`src/include/rx_ctrl_pkg.sv`:
```
// package for the receiver output control block
// assumes a classic wishbone slave with 32-bit data, 8-bit registers in low bits
package rx_ctrl_pkg;
   // register indices as printed; byte address is four times the index
   localparam logic [7:0] CFG1_INDEX = 8'h09;
   localparam logic [7:0] CFG2_INDEX = 8'h0a;
   localparam logic [7:0] STAT_INDEX = 8'h0b;
   localparam logic [7:0] CFG1_RESET = 8'h00;
   localparam logic [7:0] CFG2_RESET = 8'h00;
   localparam int         SAMPLE_W   = 24;
   // soft mute: one bit of attenuation per sample
   localparam logic [4:0] SOFT_STEPS = 5'h18;

   // recovered clock ratio codes
   typedef enum logic [1:0] {
      RATIO_128 = 2'b00,
      RATIO_256 = 2'b01,
      RATIO_512 = 2'b10,
      RATIO_RSV = 2'b11
   } ratio_t;

   // parity/biphase error action codes
   typedef enum logic [1:0] {
      ERR_NONE = 2'b00,
      ERR_HOLD = 2'b01,
      ERR_ZERO = 2'b10,
      ERR_RSV  = 2'b11
   } err_act_t;

   // loss of lock action codes
   typedef enum logic [1:0] {
      LOCK_NONE = 2'b00,
      LOCK_HOLD = 2'b01,
      LOCK_ZERO = 2'b10,
      LOCK_SOFT = 2'b11
   } lock_act_t;

   // pll reference port codes
   typedef enum logic [1:0] {
      PORT_PLAYBACK = 2'b00,
      PORT_AUX_IN   = 2'b01,
      PORT_RECORD   = 2'b10,
      PORT_AUX_OUT  = 2'b11
   } ref_port_t;

   // register at 0x09
   typedef struct packed {
      logic      unlocked_clock_fallback;
      ratio_t    recovered_clock_ratio;
      logic      auto_deemphasis_enable;
      err_act_t  err_action;
      lock_act_t lock_action;
   } cfg1_t;

   // register at 0x0a
   typedef struct packed {
      logic      receiver_hard_mute;
      logic      port_reference_enable;
      ref_port_t reference_port_select;
      logic [1:0] reserved;
      logic      block_non_audio;
      logic      block_on_validity;
   } cfg2_t;

   // one received stereo sample with its flags
   typedef struct packed {
      logic [SAMPLE_W-1:0] data;
      logic                valid;      // strobe
      logic                bit_error;  // parity or biphase error
      logic                validity;   // validity flag of the subframe
      logic                compressed; // iec61937 payload
      logic                emphasis;   // channel status shows emphasis
   } rx_sample_t;
endpackage

```
`src/rx_output_ctrl.sv`:
```
// receiver output control: clock/reference selects, error and unlock handling,
// mute, de-emphasis request, gating toward the rate converter
// assumes clk_i 25 MHz, synchronous inputs, classic wishbone master
// What this block does
// unlocked receiver clock fallback: pll or internal one
// recovered clock ratio 128, 256, 512
// auto de-emphasis follows channel status when enabled
// bit error while pll locked: none, hold, or zero sample
// unlock: none, hold, zeros, or soft mute
// hard mute forces silence immediately
// pll reference from preambles or serial port
// two-bit code picks reference serial port
// block non-audio bit stops data to converter
// compressed payload never reaches converter
// block on validity bit stops converter data
// reserved ratio and error codes act as 00
`timescale 1ns/1ps
module rx_output_ctrl (
   input  wire logic                    clk_i,          // 25 MHz clock
   input  wire logic                    rst_i,          // sync reset, high
   input  wire logic [31:0]             wb_adr_i,       // byte address
   input  wire logic [31:0]             wb_dat_i,       // write data
   input  wire logic [3:0]              wb_sel_i,       // byte enables
   input  wire logic                    wb_we_i,        // write
   input  wire logic                    wb_cyc_i,       // cycle
   input  wire logic                    wb_stb_i,       // strobe
   output logic [31:0]                  wb_dat_o,       // read data
   output logic                         wb_ack_o,       // acknowledge
   output logic                         wb_err_o,       // unmapped access
   input  wire logic                    pll_locked_i,   // receiver pll lock
   input  wire rx_ctrl_pkg::rx_sample_t rx_i,           // decoded sample
   output logic [rx_ctrl_pkg::SAMPLE_W-1:0] audio_o,    // conditioned sample
   output logic                         audio_valid_o,  // sample strobe
   output logic                         src_valid_o,    // sample to converter
   output logic                         deemph_o,       // apply de-emphasis
   output logic                         clk_sel_internal_clock_one_o, // 1: internal clock one
   output logic [1:0]                   ratio_o,        // 00/01/10 = 128/256/512 fs
   output logic                         ref_port_en_o,  // 1: serial port reference
   output logic [1:0]                   ref_port_o      // reference port code
);
   localparam int W = rx_ctrl_pkg::SAMPLE_W;

   rx_ctrl_pkg::cfg1_t      cfg1_reg;
   rx_ctrl_pkg::cfg2_t      cfg2_reg;
   logic [W-1:0]            last_reg;
   logic [4:0]              soft_reg;
   logic                    unlocked;
   logic                    hit;
   logic [7:0]              idx;
   logic [W-1:0]            sample_next;
   rx_ctrl_pkg::err_act_t   err_eff;

   // reserved ratio code falls back to the 128 fs ratio
   function automatic logic [1:0] ratio_fix(input rx_ctrl_pkg::ratio_t r);
      if (r == rx_ctrl_pkg::RATIO_RSV) begin
         ratio_fix = rx_ctrl_pkg::RATIO_128;
      end else begin
         ratio_fix = r;
      end
   endfunction

   // reserved error code falls back to no action
   function automatic rx_ctrl_pkg::err_act_t err_fix(input rx_ctrl_pkg::err_act_t e);
      if (e == rx_ctrl_pkg::ERR_RSV) begin
         err_fix = rx_ctrl_pkg::ERR_NONE;
      end else begin
         err_fix = e;
      end
   endfunction

   // sample may enter the rate converter: strobe and no gate active
   function automatic logic converter_pass(input rx_ctrl_pkg::rx_sample_t s,
                                           input rx_ctrl_pkg::cfg2_t     c);
      converter_pass = s.valid
                       && !c.block_non_audio
                       && !s.compressed
                       && !c.block_on_validity;
   endfunction

   // register index from byte address
   assign idx      = wb_adr_i[9:2];
   assign hit      = (wb_adr_i[31:10] == 22'h00_0000) && (idx == rx_ctrl_pkg::CFG1_INDEX
                     || idx == rx_ctrl_pkg::CFG2_INDEX || idx == rx_ctrl_pkg::STAT_INDEX);
   assign unlocked = !pll_locked_i;

   // wishbone handshake: ack one cycle after request, dropped next cycle
   always_ff @(posedge clk_i) begin
      if (rst_i) begin
         wb_ack_o <= 1'b0;
         wb_err_o <= 1'b0;
      end else begin
         wb_ack_o <= wb_cyc_i && wb_stb_i && !wb_ack_o && !wb_err_o && hit;
         wb_err_o <= wb_cyc_i && wb_stb_i && !wb_ack_o && !wb_err_o && !hit;
      end
   end

   // register writes on the ack edge, byte lane zero only
   always_ff @(posedge clk_i) begin
      if (rst_i) begin
         cfg1_reg <= rx_ctrl_pkg::CFG1_RESET;
         cfg2_reg <= rx_ctrl_pkg::CFG2_RESET;
      end else if (wb_cyc_i && wb_stb_i && wb_we_i && wb_sel_i[0] && !wb_ack_o && hit) begin
         if (idx == rx_ctrl_pkg::CFG1_INDEX) begin
            cfg1_reg <= wb_dat_i[7:0];
         end
         if (idx == rx_ctrl_pkg::CFG2_INDEX) begin
            cfg2_reg <= {wb_dat_i[7:4], 2'b00, wb_dat_i[1:0]};
         end
      end
   end

   // read data, reserved bits zero; status shows lock and soft-mute progress
   always_ff @(posedge clk_i) begin
      if (rst_i) begin
         wb_dat_o <= 32'h0000_0000;
      end else if (wb_cyc_i && wb_stb_i && !wb_ack_o) begin
         if (idx == rx_ctrl_pkg::CFG1_INDEX) begin
            wb_dat_o <= {24'h00_0000, cfg1_reg};
         end else if (idx == rx_ctrl_pkg::CFG2_INDEX) begin
            wb_dat_o <= {24'h00_0000, cfg2_reg};
         end else if (idx == rx_ctrl_pkg::STAT_INDEX) begin
            wb_dat_o <= {24'h00_0000, soft_reg, src_valid_o, audio_valid_o, pll_locked_i};
         end else begin
            wb_dat_o <= 32'h0000_0000;
         end
      end
   end

   // clock and reference selects
   always_ff @(posedge clk_i) begin
      if (rst_i) begin
         clk_sel_internal_clock_one_o <= 1'b0;
         ratio_o         <= 2'b00;
         ref_port_en_o   <= 1'b0;
         ref_port_o      <= 2'b00;
      end else begin
         clk_sel_internal_clock_one_o <= unlocked && cfg1_reg.unlocked_clock_fallback;
         ratio_o         <= ratio_fix(cfg1_reg.recovered_clock_ratio);
         ref_port_en_o   <= cfg2_reg.port_reference_enable;
         ref_port_o      <= cfg2_reg.reference_port_select;
      end
   end

   // reserved error code behaves as no action
   assign err_eff = err_fix(cfg1_reg.err_action);

   // sample substitution: unlock action while unlocked, otherwise bit error action
   always_comb begin
      sample_next = rx_i.data;
      if (unlocked) begin
         unique case (cfg1_reg.lock_action)
            rx_ctrl_pkg::LOCK_NONE: sample_next = rx_i.data;
            rx_ctrl_pkg::LOCK_HOLD: sample_next = last_reg;
            rx_ctrl_pkg::LOCK_ZERO: sample_next = '0;
            rx_ctrl_pkg::LOCK_SOFT: sample_next = W'($signed(last_reg) >>> soft_reg);
         endcase
      end else if (rx_i.bit_error) begin
         unique case (err_eff)
            rx_ctrl_pkg::ERR_HOLD: sample_next = last_reg;
            rx_ctrl_pkg::ERR_ZERO: sample_next = '0;
            default:               sample_next = rx_i.data;
         endcase
      end
   end

   // last valid sample and soft-mute attenuation step
   always_ff @(posedge clk_i) begin
      if (rst_i) begin
         last_reg <= '0;
         soft_reg <= 5'h00;
      end else if (rx_i.valid) begin
         if (!unlocked && !rx_i.bit_error) begin
            last_reg <= rx_i.data;
         end
         if (!unlocked) begin
            soft_reg <= 5'h00;
         end else if (soft_reg != rx_ctrl_pkg::SOFT_STEPS) begin
            soft_reg <= soft_reg + 5'h01;
         end
      end
   end

   // output sample, mute, de-emphasis and converter gating
   always_ff @(posedge clk_i) begin
      if (rst_i) begin
         audio_o       <= '0;
         audio_valid_o <= 1'b0;
         src_valid_o   <= 1'b0;
         deemph_o      <= 1'b0;
      end else begin
         audio_valid_o <= rx_i.valid;
         if (cfg2_reg.receiver_hard_mute) begin
            audio_o <= '0;
         end else if (rx_i.valid) begin
            audio_o <= sample_next;
         end
         deemph_o    <= cfg1_reg.auto_deemphasis_enable && rx_i.emphasis;
         src_valid_o <= converter_pass(rx_i, cfg2_reg);
      end
   end

   // checks
   AST_FALLBACK: assert property (@(posedge clk_i) disable iff (rst_i)
      ##1 (clk_sel_internal_clock_one_o == $past(!pll_locked_i && cfg1_reg.unlocked_clock_fallback)))
      else $error("fallback clock select wrong");
   AST_RATIO: assert property (@(posedge clk_i) disable iff (rst_i)
      ratio_o != 2'b11) else $error("reserved ratio driven");
   AST_DEEMPH: assert property (@(posedge clk_i) disable iff (rst_i)
      !cfg1_reg.auto_deemphasis_enable ##1 !$past(cfg1_reg.auto_deemphasis_enable)
      |-> !deemph_o) else $error("de-emphasis while disabled");
   AST_ERR_ZERO: assert property (@(posedge clk_i) disable iff (rst_i)
      rx_i.valid && rx_i.bit_error && pll_locked_i && cfg1_reg.err_action == 2'b10
      && !cfg2_reg.receiver_hard_mute |=> audio_o == '0) else $error("error not zeroed");
   AST_LOCK_HOLD: assert property (@(posedge clk_i) disable iff (rst_i)
      rx_i.valid && !pll_locked_i && cfg1_reg.lock_action == 2'b01
      && !cfg2_reg.receiver_hard_mute |=> audio_o == $past(last_reg))
      else $error("unlock hold wrong");
   AST_MUTE: assert property (@(posedge clk_i) disable iff (rst_i)
      cfg2_reg.receiver_hard_mute |=> audio_o == '0) else $error("mute not silent");
   AST_REF: assert property (@(posedge clk_i) disable iff (rst_i)
      ##1 ref_port_o == $past(cfg2_reg.reference_port_select) && ref_port_en_o
      == $past(cfg2_reg.port_reference_enable)) else $error("reference select wrong");
   AST_GATE: assert property (@(posedge clk_i) disable iff (rst_i)
      rx_i.compressed || cfg2_reg.block_non_audio || cfg2_reg.block_on_validity
      |=> !src_valid_o) else $error("gated data reached converter");

   // bus answer checks
   AST_ACK_ONE: assert property (@(posedge clk_i) disable iff (rst_i)
      wb_ack_o |=> !wb_ack_o) else $error("ack held two cycles");

   AST_ERR_ONE: assert property (@(posedge clk_i) disable iff (rst_i)
      wb_err_o |=> !wb_err_o) else $error("err held two cycles");

   AST_ACK_ERR: assert property (@(posedge clk_i) disable iff (rst_i)
      !(wb_ack_o && wb_err_o)) else $error("ack and err together");

   AST_ACK_ANSWER: assert property (@(posedge clk_i) disable iff (rst_i)
      wb_cyc_i && wb_stb_i && !wb_ack_o && !wb_err_o && hit |=> wb_ack_o)
      else $error("no ack for mapped access");

   AST_ERR_ANSWER: assert property (@(posedge clk_i) disable iff (rst_i)
      wb_cyc_i && wb_stb_i && !wb_ack_o && !wb_err_o && !hit |=> wb_err_o && !wb_ack_o)
      else $error("no err for unmapped access");

   AST_READ_HIGH: assert property (@(posedge clk_i) disable iff (rst_i)
      wb_ack_o |-> wb_dat_o[31:8] == 24'h00_0000) else $error("read upper bits set");

   // register contents
   AST_CFG2_RSV: assert property (@(posedge clk_i) disable iff (rst_i)
      cfg2_reg.reserved == 2'b00) else $error("reserved bits stored");

   AST_RATIO_MAP: assert property (@(posedge clk_i) disable iff (rst_i)
      ##1 ratio_o == ratio_fix($past(cfg1_reg.recovered_clock_ratio)))
      else $error("ratio not copied");

   // output conditioning checks
   AST_FALLBACK_LOCKED: assert property (@(posedge clk_i) disable iff (rst_i)
      pll_locked_i |=> !clk_sel_internal_clock_one_o) else $error("fallback while locked");

   AST_DEEMPH_ON: assert property (@(posedge clk_i) disable iff (rst_i)
      cfg1_reg.auto_deemphasis_enable && rx_i.emphasis |=> deemph_o)
      else $error("de-emphasis not applied");

   AST_ERR_HOLD: assert property (@(posedge clk_i) disable iff (rst_i)
      rx_i.valid && rx_i.bit_error && pll_locked_i && cfg1_reg.err_action == 2'b01
      && !cfg2_reg.receiver_hard_mute |=> audio_o == $past(last_reg)) else $error("error not held");

   AST_ERR_NONE: assert property (@(posedge clk_i) disable iff (rst_i)
      rx_i.valid && rx_i.bit_error && pll_locked_i && cfg1_reg.err_action == 2'b00
      && !cfg2_reg.receiver_hard_mute |=> audio_o == $past(rx_i.data)) else $error("error acted");

   AST_ERR_RSV: assert property (@(posedge clk_i) disable iff (rst_i)
      rx_i.valid && rx_i.bit_error && pll_locked_i && cfg1_reg.err_action == 2'b11
      && !cfg2_reg.receiver_hard_mute |=> audio_o == $past(rx_i.data)) else $error("reserved acted");

   AST_LOCK_ZERO: assert property (@(posedge clk_i) disable iff (rst_i)
      rx_i.valid && !pll_locked_i && cfg1_reg.lock_action == 2'b10
      && !cfg2_reg.receiver_hard_mute |=> audio_o == '0) else $error("unlock not zeroed");

   AST_LOCK_NONE: assert property (@(posedge clk_i) disable iff (rst_i)
      rx_i.valid && !pll_locked_i && cfg1_reg.lock_action == 2'b00
      && !cfg2_reg.receiver_hard_mute |=> audio_o == $past(rx_i.data)) else $error("unlock acted");

   AST_LOCK_SOFT: assert property (@(posedge clk_i) disable iff (rst_i)
      rx_i.valid && !pll_locked_i && cfg1_reg.lock_action == 2'b11 && soft_reg == 5'h00
      && !cfg2_reg.receiver_hard_mute |=> audio_o == $past(last_reg)) else $error("soft start wrong");

   AST_UNMUTED: assert property (@(posedge clk_i) disable iff (rst_i)
      !cfg2_reg.receiver_hard_mute && !rx_i.valid |=> $stable(audio_o))
      else $error("audio changed without strobe");

   AST_REF_EN: assert property (@(posedge clk_i) disable iff (rst_i)
      cfg2_reg.port_reference_enable |=> ref_port_en_o) else $error("port reference off");

   AST_NONAUDIO_GATE: assert property (@(posedge clk_i) disable iff (rst_i)
      cfg2_reg.block_non_audio |=> !src_valid_o) else $error("non-audio gate open");

   AST_PASS: assert property (@(posedge clk_i) disable iff (rst_i)
      rx_i.valid && !rx_i.compressed && !cfg2_reg.block_non_audio
      && !cfg2_reg.block_on_validity |=> src_valid_o) else $error("audio kept from converter");

   AST_VALIDITY_GATE: assert property (@(posedge clk_i) disable iff (rst_i)
      cfg2_reg.block_on_validity |=> !src_valid_o) else $error("validity gate open");
endmodule

```
`config.mk`:
```
export PLATFORM = sky130hd
export DESIGN_NAME = rx_output_ctrl
export DESIGN_NICKNAME = d
export VERILOG_FILES = /design/src/include/rx_ctrl_pkg.sv /design/src/rx_output_ctrl.sv
export SDC_FILE = /design/constraint.sdc
export NUM_CORES = 1
export LEC_CHECK = 0
export ABC_AREA = 1
export BUFFER_PORTS_ARGS = -buffer_cell sky130_fd_sc_hd__clkbuf_2
export CAP_MARGIN = 40
export CORE_MARGIN = 2
export CORE_UTILIZATION = 55
export CTS_CLUSTER_SIZE = 30
export DETAILED_ROUTE_END_ITERATION = 8
export GPL_TIMING_DRIVEN = 0
export PLACE_DENSITY = 0.86
export SYNTH_ARGS = -nofsm -noshare
export SYNTH_HDL_FRONTEND = slang
export SYNTH_SLANG_ARGS = --single-unit
export TNS_END_PERCENT = 1
```
`constraint.sdc`:
```
create_clock -name clk_i -period 3.1 [get_ports clk_i]
set_clock_uncertainty 0.1 [all_clocks]
set_input_delay 0.62 -clock clk_i [delete_from_list [all_inputs] [get_ports clk_i]]
set_output_delay 0.62 -clock clk_i [all_outputs]
set_load 0.05 [all_outputs]
```
After elaboration in Yosys (flattened, before gate mapping)
Index checks and enable logic that the tools add are counted.
Widths: inputs -> output; s select.

cells by class
  equal/unequal tests = 11
  add/subtract/negate cells = 1
  shift operators = 1
  reductions and logical operators = 35
  multiplexer cells = 10

operators with widths
  cell                 count
  $pmux 24 s4          1
  $mux 24              2
  $pmux 24 s2          1
  $eq 8x4->1 const B   3
  $mux 8               3
  $sshr 24x5->24       1
  $logic_not 22->1     1
  $logic_and 1x1->1    16
  $eq 2x2->1 const B   5
  $mux 5               2
  $logic_not 1->1      8
  $reduce_and 2->1     4
  $add 5x1->5 const B  1
  $ne 5x5->1 const B   1
  $eq 2x1->1 const B   2
  $reduce_or 2->1      2
  $logic_not 2->1      1
  $logic_or 1x1->1     2
  $mux 2               1
  $reduce_bool 2->1    1

storage, ports and cells
  input port bits = 103
  register bits after elaboration = 110
  output and inout port bits = 67

Longest topological paths before layout
Gate-level depths: netlist of run 1.

  word-level depth = 6
  mapped depth = 16

Worst setup path before layout of run 1
OpenSTA, ideal clock, no wires.

  path type = input port to flip-flop
  from = input port wb_adr_i[7]
  to = register cfg2_reg[0] in the netlist's numbering
  path slack = 1149 ps
  cell stages on the path = 9
  arrival time = 1738 ps
  data required time = 2887 ps
  buffers on the path = 1
  path through = nor2_2 -> nand2_2 -> nor3_4 -> nor3_2 -> nor2_4 -> nand3_2 -> buf_2 -> nor2_1 -> nor2_1

between the ends
  cells in the longest elaborated chain, start to end = 6
  elaborated cells between the ends (all ways) = 8
  those cells by class = eq/ne (3); reduce/logical (5)

ends and longest elaborated chain
  element                               RTL line                                                           RTL
  start: declaration                    rx_output_ctrl.sv:21                                               input wire logic [31:0] wb_adr_i,
  $eq 8x4->1, on equally long branches  rx_output_ctrl.sv:82, rx_output_ctrl.sv:83, rx_output_ctrl.sv:106
  $logic_or 1x1->1 (2 in a row)         rx_output_ctrl.sv:83                                               || idx == rx_ctrl_pkg::CFG2_INDEX || idx == rx_ctrl_pkg::STAT_INDEX);
  $logic_and 1x1->1                     rx_output_ctrl.sv:82                                               assign hit = (wb_adr_i[31:10] == 22'h00_0000) && (idx == rx_ctrl_pkg::CFG1_INDEX
  $logic_and 1x1->1                     rx_output_ctrl.sv:102                                              end else if (wb_cyc_i && wb_stb_i && wb_we_i && wb_sel_i[0] && !wb_ack_o && hit) begin
  $reduce_and 2->1 (no line) *          --
  end signal: assignment                rx_output_ctrl.sv:101                                              cfg2_reg <= rx_ctrl_pkg::CFG2_RESET;
  end signal: assignment                rx_output_ctrl.sv:107                                              cfg2_reg <= {wb_dat_i[7:4], 2'b00, wb_dat_i[1:0]};
  end: declaration                      rx_output_ctrl.sv:44                                               rx_ctrl_pkg::cfg2_t cfg2_reg;

Every way passes the cells marked *; elsewhere a longest branch is shown, timed or not.
A chain may end at the register's enable or synchronous reset.

Final worst setup path of run 1
  from = register cfg1_reg[3] in the netlist's numbering
  to = register audio_o[7] in the netlist's numbering

between the ends
  cells in the longest elaborated chain, start to end = 6
  elaborated cells between the ends (all ways) = 7
  those cells by class = eq/ne (3); mux (4)

ends and longest elaborated chain
  element                                          RTL line               RTL
  start: declaration                               rx_output_ctrl.sv:43   rx_ctrl_pkg::cfg1_t cfg1_reg;
  start signal: assignment                         rx_output_ctrl.sv:100  cfg1_reg <= rx_ctrl_pkg::CFG1_RESET;
  start signal: assignment                         rx_output_ctrl.sv:104  cfg1_reg <= wb_dat_i[7:0];
  $eq 2x2->1                                       rx_output_ctrl.sv:64   if (e == rx_ctrl_pkg::ERR_RSV) begin
  $mux 2 *                                         rx_output_ctrl.sv:64
  $eq 2x2->1 / $eq 2x1->1 (equally long branches)  rx_output_ctrl.sv:158  unique case (err_eff)
  $pmux 24 s2 *                                    rx_output_ctrl.sv:158
  $mux 24 *                                        rx_output_ctrl.sv:157  end else if (rx_i.bit_error) begin
  $mux 24 *                                        rx_output_ctrl.sv:150  if (unlocked) begin
  end signal: assignment                           rx_output_ctrl.sv:195  audio_o <= sample_next;
  end: declaration                                 rx_output_ctrl.sv:32   output logic [rx_ctrl_pkg::SAMPLE_W-1:0] audio_o,

Marks and branches as above.

==> results of run 1 <==
## layout make-up
class,count,area (µm²)
Sequential cell,86,1720
Inverter,72,270
Timing Repair Buffer,114,571
Clock inverter,6,77.6
Multi-Input combinational cell,681,3190
Fill cell,933,3180
Buffer,75,412
Tap cell,133,166
Clock buffer,10,138
## Yosys cell counts, drive strengths merged (3+ instances only)
cell      n
buf      44
a221oi   27
or2       3
a41oi     6
o21ai    49
dfxtp    86
clkbuf   31
nand4     4
ha        3
o221ai    6
nand3   103
inv      68
a21oi    56
nor3     11
nand2   287
nor2     82
o211ai   11
clkinv    4
## per-stage QoR
step,utilization [%],hold WS (ns),instances,setup WS (ns)
5_1_grt,67.3,0.314,1177,0.658
6_report,67.3,0.312,1177,0.794
3_5_place_dp,65.1,0.346,1161,0.767
4_1_cts,67.3,0.313,1177,0.838
2_1_floorplan,-,0.320,914,1.15
3_3_place_gp,65.1,0.340,1161,0.796
## per-layer routing
metal	global-route usage (%)	wire, µm	vias to the layer above
met5	0	0	-
met4	22.3	1070	0
met3	6.64	1850	91
met2	53.8	8230	401
met1	43.6	7390	2986
li1	-	-	3205
## how the worst max path moves through the flow
stage,startpoint,end,cells past startpoint
floorplan,wb_adr_i[7],cfg2_reg[0]$_SDFFE_PP0P_,9
global placement,wb_adr_i[9],cfg1_reg[2]$_SDFFE_PP0P_,10
detailed placement,wb_adr_i[7],cfg1_reg[6]$_SDFFE_PP0P_,10
CTS,cfg1_reg[3]$_SDFFE_PP0P_,audio_o[7]$_SDFFE_PP0P_,10
global route,cfg1_reg[3]$_SDFFE_PP0P_,audio_o[7]$_SDFFE_PP0P_,10
finish,cfg1_reg[3]$_SDFFE_PP0P_,audio_o[7]$_SDFFE_PP0P_,10
## worst reg2reg max path: cells and delay by family, from the launching register on
| family | cells | cell delay [ns] |
|---|---|---|
| AOI/OAI and AO/OA | 2 | 0.27 |
| adders and majority gates | 1 | 0.25 |
| buffers and inverters | 3 | 0.63 |
| DFF | 1 | 0.31 |
| and+or+nand+nor | 4 | 0.68 |
## where the power goes
part / switching [mW] / internal (mW)
sequential: 0.0428 / 1.15
clock: 0.466 / 0.410
combinational: 0.453 / 0.194
## kinds of logic after synthesis
family	count (synthesis)	synth area share (%)
AO/OA/AOI/OAI	159	17.8
flip-flops	86	31.3
buffers and inverters	147	12.4
adder cells (fa/ha/maj)	3	0.681
other	1	0.0681
AND/OR/NAND/NOR	494	37.6
XOR/XNOR	1	0.159
==> results.sh, run 1 <==
export IMPL_outcome="completed"
export IMPL_grt_ovfl_total=0
export IMPL_start_util_pct=56.6
export IMPL_cp_top_family="simple AND/OR/NAND/NOR gates"
export IMPL_cts_buffer_depth=2
export IMPL_place_gp_congestion=1.00
export IMPL_cts_sinks=86
export IMPL_synthArstFlopShare_pct=0
export IMPL_post_route_period_util_pct=74.4
export IMPL_clkTransAtPathRegs_ns=0.09
export IMPL_die_y_um=104
export IMPL_hold_path_class="in2reg"
export IMPL_yosysUniqueCellTypes=38
export IMPL_synth_top_area_cell="dfxtp_1"
export IMPL_hold_viol=0
export IMPL_grt_max_degree=17
export IMPL_remaining_drc_errors=0
export IMPL_netlist_area_leader_share_pct=31.3
export IMPL_vias=6683
export IMPL_power_leakage_nw=3.21
export IMPL_vias_per_cell=5.68
export IMPL_rsz0062_at_grt="no"
export IMPL_antenna_found_initial=0
export IMPL_routedWlPerCell_um=15.8
export IMPL_drv_slew=0
export IMPL_post_cts_resized=0
export IMPL_finalPower_mw=2.72
export IMPL_hold_depth=2
export IMPL_dieArea_mm2=0.0108
export IMPL_htreeDepth=3
export IMPL_io_pins=170
export IMPL_r2r_slack_ns=0.79
export IMPL_tightestPinTransition_ns=0.604
export IMPL_finalSetupTns_ns=0
export IMPL_cp_num_buf_inv=3
export IMPL_layout_commonest_cell="nand2_1"
export IMPL_synth_edf_count=0
export IMPL_insertion_delay_ns=0.38
export IMPL_ys_top_cells_by_area="dfxtp_1 31%, nand2_1 19%, nand3_1 9.2%"
export IMPL_cpMaxStageDelayCell="dfxtp_1"
export IMPL_first_pass_iters=5
export IMPL_critPathRequiredTime_ns=3.31
export IMPL_path_cells="inv_1 > ha_1 > or2_1 > buf_2 > nor2_2 > buf_2 > a221oi_1 > nor2_1 > nand2_1 > a21oi_1"
export IMPL_fmax_ghz=0.434
export IMPL_ctsRootBufferMaster="clkbuf_8"
export IMPL_grt_pass1_wl_mm=30.2
export IMPL_layout_drive_gt1_share_pct=18.3
export IMPL_finalWirelength_mm=18.5
export IMPL_cp_max_fo=10
export IMPL_hp_start="rx_i[1]"
export IMPL_syn_avg_cell_area_um2=6.18
export IMPL_finalCriticalPeriod_ns=2.31
export IMPL_final_nets=1145
export IMPL_fp_row_count=36
export IMPL_ir_worst_vdd_mv=0.343
export IMPL_antenna_cells=0
export IMPL_finalSetupViolCount=0
export IMPL_synth_seq_cells=86
export IMPL_cts_tree="yes"
export IMPL_powerDensity_mw_per_mm2=415
export IMPL_ant_nets=0
export IMPL_grt_usage_pct=34.5
export IMPL_drv_cap=0
export IMPL_hold_path_end="src_valid_o$_SDFF_PP0_"
export IMPL_dpl_cell_area_mm2=0.00633
export IMPL_end_kind="flop"
export IMPL_rr_endpoint="audio_o[7]$_SDFFE_PP0P_"
export IMPL_port_buffers=114
export IMPL_post_cts_buffers=0
export IMPL_numCtsBuffers=9
export IMPL_final_cell_mix="286 x nand2_1, 116 x clkbuf_2, 101 x nand3_1"
export IMPL_first_iter_violations=609
export IMPL_critPathMostFrequentCell="buf_2"
export IMPL_startpoint_type="flop"
export IMPL_reg2reg_from="cfg1_reg[3]$_SDFFE_PP0P_"
export IMPL_cts_hold_buffers=0
export IMPL_fp_dieW_um=104
export IMPL_critPathArrivalTime_ns=2.51
export IMPL_yosysWarnings=0
export IMPL_slew_headroom_pct=59.8
export IMPL_slowest_delay_ns=0.31
export IMPL_core_mm2=0.00973
export IMPL_path_class="reg2reg"
export IMPL_final_cell_area_mm2=0.00655
export IMPL_areaGrowthSynthToFinish_pct=18.9
export IMPL_rr_worst_depth=10
export IMPL_synth_cell_area_mm2=0.00551
export IMPL_synthCells=891
export IMPL_ys_seq_area_share_pct=31.3
export IMPL_synth_flop_cell="dfxtp_1"
export IMPL_dp_hpwl_mm=14.1
export IMPL_grt_pass1_vias=6261
Note: power is estimated with default switching activity, not from simulation.
==> run 2: changes to the inputs <==
--- a/config.mk
+++ b/config.mk
@@ -9,11 +9,11 @@
 export BUFFER_PORTS_ARGS = -buffer_cell sky130_fd_sc_hd__clkbuf_2
 export CAP_MARGIN = 40
 export CORE_MARGIN = 2
-export CORE_UTILIZATION = 55
+export CORE_UTILIZATION = 47
 export CTS_CLUSTER_SIZE = 30
 export DETAILED_ROUTE_END_ITERATION = 8
 export GPL_TIMING_DRIVEN = 0
-export PLACE_DENSITY = 0.86
+export PLACE_DENSITY = 0.78
 export SYNTH_ARGS = -nofsm -noshare
 export SYNTH_HDL_FRONTEND = slang
 export SYNTH_SLANG_ARGS = --single-unit
==> constraint.sdc (replaced) <==
create_clock -name clk_i -period 1.86 [get_ports clk_i]
set_clock_uncertainty 0.1 [all_clocks]
set_input_delay 0.372 -clock clk_i [delete_from_list [all_inputs] [get_ports clk_i]]
set_output_delay 0.372 -clock clk_i [all_outputs]
set_load 0.05 [all_outputs]
==> run 2 against run 1 <==
- the flow now finishes with violations (setup timing)
- maximum frequency up 23%
- non-clock buffer count up 11
- wire length up 1.0%
- worst hold slack worse by 0.25 ns
- die area up 16%
- critical endpoint is now audio_o[11]$_SDFFE_PP0P_
- largest power group is now clock
==> results.sh, run 2 (synthesized netlist as in run 1, its figures left out) <==
export IMPL_outcome="complete, but fails checks"
export IMPL_violations="setup timing"
export IMPL_cpMaxStageDelayCell="dfxtp_2"
export IMPL_clkTransAtPathRegs_ns=0.07
export IMPL_cp_max_fo=6
export IMPL_cts_hold_buffers=0
export IMPL_timing_final_ws_setup_ns=-0.0121
export IMPL_ant_nets=0
export IMPL_drv_cap=0
export IMPL_fmax_ghz=0.534
export IMPL_numCtsBuffers=9
export IMPL_slew_headroom_pct=51.2
export IMPL_post_route_period_util_pct=101
export IMPL_grt_max_degree=16
export IMPL_tightestPinTransition_ns=0.733
export IMPL_startpoint_type="flop"
export IMPL_vias=6674
export IMPL_areaGrowthSynthToFinish_pct=28.3
export IMPL_dp_hpwl_mm=14.1
export IMPL_whs_ns=0.0666
export IMPL_power_leakage_nw=3.43
export IMPL_core_mm2=0.0114
export IMPL_multiInputGateArea_mm2=0.00333
export IMPL_antenna_cells=0
export IMPL_ir_worst_vdd_mv=0.710
export IMPL_regArea_mm2=0.00173
export IMPL_first_pass_iters=6
export IMPL_io_pins=170
export IMPL_grt_pass1_vias=6080
export IMPL_fp_row_count=39
export IMPL_layout_commonest_cell="nand2_1"
export IMPL_slowest_delay_ns=0.34
export IMPL_antenna_found_initial=0
export IMPL_critPathMostFrequentCell="buf_6"
export IMPL_grt_ovfl_total=0
export IMPL_port_buffers=114
export IMPL_utilization_pct=61.9
export IMPL_drv_slew=0
export IMPL_vias_per_cell=5.57
export IMPL_final_cells=1198
export IMPL_remaining_drc_errors=0
export IMPL_die_y_um=112
export IMPL_path_cells="inv_4 > ha_4 > or2_1 > buf_6 > nor2_4 > buf_6 > nand2_2 > o211ai_1 > nand3_1 > a21oi_1"
export IMPL_rsz0062_at_grt="yes"
export IMPL_fillers=1082
export IMPL_ctsRootBufferMaster="clkbuf_16"
export IMPL_first_iter_violations=733
export IMPL_pre_cts_ws_ns=-0.380
export IMPL_cts_sinks=86
export IMPL_routedWlPerCell_um=15.6
export IMPL_dieArea_mm2=0.0126
export IMPL_finalSetupViolCount=3
export IMPL_final_cell_mix="276 x nand2_1, 121 x clkbuf_2, 96 x nand3_1"
export IMPL_finalWirelength_mm=18.7
export IMPL_layout_drive_gt1_share_pct=23.8
export IMPL_critPathArrivalTime_ns=2.05
export IMPL_htreeDepth=3
export IMPL_critPathRequiredTime_ns=2.04
export IMPL_place_inst=1171
export IMPL_insertion_delay_ns=0.35
export IMPL_place_gp_congestion=0.995
export IMPL_start_util_pct=48.2
export IMPL_grt_pass1_wl_mm=29.9
export IMPL_powerDensity_mw_per_mm2=748
export IMPL_cts_buffer_depth=2
export IMPL_finalCriticalPeriod_ns=1.87
export IMPL_fp_dieW_um=112
export IMPL_hold_path_class="in2reg"
export IMPL_cts_tree="yes"
export IMPL_grt_usage_pct=29.5
export IMPL_end_kind="flop"
export IMPL_final_nets=1156
export IMPL_path_class="reg2reg"
export IMPL_hold_viol=0
-- run 2: final timing paths --
path | from | to | slack (ns) | cells after the start
worst min register to register | cfg2_reg[5]$_SDFFE_PP0P_ | ref_port_o[1]$_SDFF_PP0_ | 0.35 | 2
worst max-delay path | cfg1_reg[3]$_SDFFE_PP0P_ | audio_o[11]$_SDFFE_PP0P_ | -0.01 | 10
worst min-delay path | rx_i[1] | src_valid_o$_SDFF_PP0_ | 0.07 | 2
worst max register to register | cfg1_reg[3]$_SDFFE_PP0P_ | audio_o[11]$_SDFFE_PP0P_ | -0.01 | 10
-- run 2: final cells by class --
class	count	area share [%]
Sequential cell	86	24.4
Buffer	75	7.24
Inverter	72	4.11
Timing Repair Buffer	125	9.54
Tap cell	143	2.53
Clock buffer	10	3.38
Multi-Input combinational cell	681	47.1
Clock inverter	6	1.66
-- run 2: critical path: cells and delay by family, from the launching register on --
kind / cells / cell delay, ns
buffers and inverters: 3 / 0.35
AO/OA/AOI/OAI: 2 / 0.25
AND/OR/NAND/NOR: 4 / 0.58
flip-flops: 1 / 0.34
adder cells (fa/ha/maj): 1 / 0.19
-- run 2: stage by stage --
stage	setup TNS (ns)	area, µm²	total power, mW
after floorplan	0	5600	2.78
after global placement	-9.56	6340	3.08
after detailed placement	-11.00	6340	3.08
after CTS	0	6870	5.22
after global routing	-1.04	7070	5.47
final	-0.0196	7070	5.29
-- run 2: timing repair --
item,4_1_cts,5_1_grt
setup buffers,6,3
pin swaps,7,8
resized for setup,44,57
cloned,1,1
setup endpoints to repair,28,44
-- run 2: metal layers --
| metal | up-vias | routed length, µm | global-route usage (%) |
|---|---|---|---|
| li1 | 3235 | - | - |
| met3 | 71 | 1890 | 7.34 |
| met1 | 2964 | 7560 | 37.8 |
| met5 | - | 0 | 0 |
| met4 | 0 | 1030 | 15.4 |
| met2 | 404 | 8250 | 45.9 |
-- run 2: where the power goes --
part           total [mW]  internal, mW  switching (mW)
sequential           1.99          1.92          0.0742
combinational        1.13         0.363           0.772
clock                2.16          1.36           0.796
total                5.29          3.64            1.64
==> run 3: changes to the inputs <==
--- a/config.mk
+++ b/config.mk
@@ -9,12 +9,14 @@
 export BUFFER_PORTS_ARGS = -buffer_cell sky130_fd_sc_hd__clkbuf_2
 export CAP_MARGIN = 40
 export CORE_MARGIN = 2
-export CORE_UTILIZATION = 47
+export CORE_UTILIZATION = 48
+export CTS_BUF_LIST = sky130_fd_sc_hd__clkbuf_4 sky130_fd_sc_hd__clkbuf_8
+export CTS_CLUSTER_DIAMETER = 40
 export CTS_CLUSTER_SIZE = 30
 export DETAILED_ROUTE_END_ITERATION = 8
 export GPL_TIMING_DRIVEN = 0
-export PLACE_DENSITY = 0.78
+export PLACE_DENSITY = 0.8
 export SYNTH_ARGS = -nofsm -noshare
 export SYNTH_HDL_FRONTEND = slang
 export SYNTH_SLANG_ARGS = --single-unit
-export TNS_END_PERCENT = 1
+export TNS_END_PERCENT = 100
==> run 3 against run 2 <==
- the run still ends with setup timing left
- global-route usage decreased by 0.31 points
- flip-flop and latch count unchanged
- sequential power about the same
- core utilization decreased by 0.14 points
- final cell count about the same
- first-iteration DRC count increased by 15%
- register-to-register slack about the same
==> results.sh, run 3 (synthesized netlist as in run 1, its figures left out) <==
export IMPL_outcome="complete, but fails checks"
export IMPL_violations="setup timing"
export IMPL_areaGrowthSynthToFinish_pct=26.9
export IMPL_cts_buffer_depth=2
export IMPL_cp_top_family="simple AND/OR/NAND/NOR gates"
export IMPL_clkTransAtPathRegs_ns=0.08
export IMPL_place_gp_congestion=0.954
export IMPL_dp_hpwl_mm=13.9
export IMPL_path_class="reg2reg"
export IMPL_grt_max_degree=14
export IMPL_insertion_delay_ns=0.37
export IMPL_first_pass_iters=6
export IMPL_remaining_drc_errors=0
export IMPL_startpoint_type="flop"
export IMPL_ir_worst_vdd_mv=0.572
export IMPL_port_buffers=114
export IMPL_hold_path_class="in2reg"
export IMPL_ctsRootBufferMaster="clkbuf_8"
export IMPL_vias=6652
export IMPL_fillers=1067
export IMPL_vias_per_cell=5.56
export IMPL_cts_hold_buffers=0
export IMPL_routed_wl_met3_mm=1.88
export IMPL_path_cells="inv_2 > ha_4 > or2_1 > buf_6 > nor2_4 > buf_6 > nand2_2 > o211ai_1 > nand3_1 > a21oi_1"
export IMPL_final_nets=1155
export IMPL_critPathArrivalTime_ns=2.07
export IMPL_finalCriticalPeriod_ns=1.87
export IMPL_drv_cap=0
export IMPL_ant_nets=0
export IMPL_grt_pass1_vias=6207
export IMPL_critPathMostFrequentCell="buf_6"
export IMPL_fp_row_count=39
export IMPL_finalSetupViolCount=3
export IMPL_whs_ns=0.0506
export IMPL_cpMaxStageDelayCell="dfxtp_2"
export IMPL_fmax_ghz=0.535
export IMPL_wl_met2_mm=8.28
export IMPL_die_y_um=111
export IMPL_grt_usage_pct=29.2
export IMPL_power_leakage_nw=3.38
export IMPL_final_cell_mix="276 x nand2_1, 123 x clkbuf_2, 94 x nand3_1"
export IMPL_maxUsedRoutingLayer="met4"
export IMPL_powerDensity_mw_per_mm2=650
export IMPL_start_util_pct=48.7
export IMPL_pre_cts_ws_ns=-0.343
export IMPL_hold_viol=0
export IMPL_htreeDepth=3
export IMPL_finalWirelength_mm=18.7
export IMPL_antenna_cells=0
export IMPL_cts_sinks=86
export IMPL_layout_drive_gt1_share_pct=24.7
export IMPL_timing_final_ws_setup_ns=-0.00808
export IMPL_fp_dieW_um=111
export IMPL_layout_commonest_cell="nand2_1"
export IMPL_antenna_found_initial=0
export IMPL_grt_pass1_wl_mm=29.5
export IMPL_cp_max_fo=8
export IMPL_dieArea_mm2=0.0123
export IMPL_core_mm2=0.0113
export IMPL_utilization_pct=61.8
export IMPL_first_iter_violations=841
export IMPL_post_route_period_util_pct=100
export IMPL_rsz0062_at_grt="yes"
export IMPL_routedWlPerCell_um=15.6
export IMPL_slew_headroom_pct=49.4
export IMPL_cp_num_buf_inv=3
export IMPL_slowest_delay_ns=0.32
export IMPL_grt_ovfl_total=0
export IMPL_end_kind="flop"
export IMPL_cts_tree="yes"
export IMPL_wl_met1_mm=7.43
export IMPL_critPathRequiredTime_ns=2.06
export IMPL_drv_slew=0
export IMPL_tightestPinTransition_ns=0.759
export IMPL_r2r_slack_ns=-0.008
export IMPL_io_pins=170
export IMPL_numCtsBuffers=9
run 3: changes by cell type in the layout (fill, tap and decap cells not counted), moves of 3 or more:
cell       before  now
inv_4           4    1
buf_2           7    4
clkbuf_4        2    6
clkbuf_16      11    2
buf_4          36   32
clkbuf_8        1   12
run 3: per-layer routing:
| layer | vias up | GRT usage, % |
|---|---|---|
| met4 | 0 | 18.8 |
| met3 | 79 | 6.34 |
| li1 | 3225 | - |
| met2 | 403 | 44.9 |
| met1 | 2945 | 37.0 |
| met5 | - | 0 |
run 3: final timing paths:
check / cells past startpoint / to / from
max reg2reg: 10 / audio_o[11]$_SDFFE_PP0P_ / cfg1_reg[3]$_SDFFE_PP0P_
min: 2 / src_valid_o$_SDFF_PP0_ / rx_i[1]
max: 10 / audio_o[11]$_SDFFE_PP0P_ / cfg1_reg[3]$_SDFFE_PP0P_
min reg2reg: 2 / deemph_o$_SDFF_PP0_ / cfg1_reg[4]$_SDFFE_PP0P_
run 3: cell type report:
cell class	count	area, µm²	share of cell area [%]
multi-input cells	681	3390	48.5
flip-flops and latches	86	1730	24.7
repair buffers	124	688	9.84
plain buffers	75	513	7.34
inverters	72	285	4.08
well taps	143	179	2.56
clock buffers	13	160	2.29
clock inverters	3	43.8	0.626
run 3: where the power goes:
part	leakage, nW	internal [mW]	switching, mW
Combinational	2.57	0.374	0.783
Sequential	0.706	1.92	0.0740
Clock	0.108	0.704	0.688
Total	3.38	3.00	1.55
run 3: per-stage QoR:
step / instances / TNS [ns] / cell area [µm²] / total power, mW
finish: 1197 / -0.0141 / 6990 / 4.54
global route: 1197 / -1.16 / 6990 / 4.73
CTS: 1193 / 0 / 6730 / 4.47
detailed placement: 1171 / -9.41 / 6340 / 3.08
global placement: 1171 / -8.56 / 6340 / 3.08
floorplan: 914 / 0 / 5600 / 2.78
run 3: timing repair:
item / 4_1_cts / 5_1_grt
setup endpoints to repair: 26 / 42
resized for setup: 48 / 69
pin swaps: 9 / 19
cloned: 1 / 2
buffers inserted: 5 / 2
run 3: worst reg2reg max path, stage by stage (launching register included):
cell,delay [ns]
dfxtp_2,0.32
inv_2,0.07
ha_4,0.19
or2_1,0.21
buf_6,0.14
nor2_4,0.21
buf_6,0.17
nand2_2,0.05
o211ai_1,0.08
nand3_1,0.13
a21oi_1,0.15
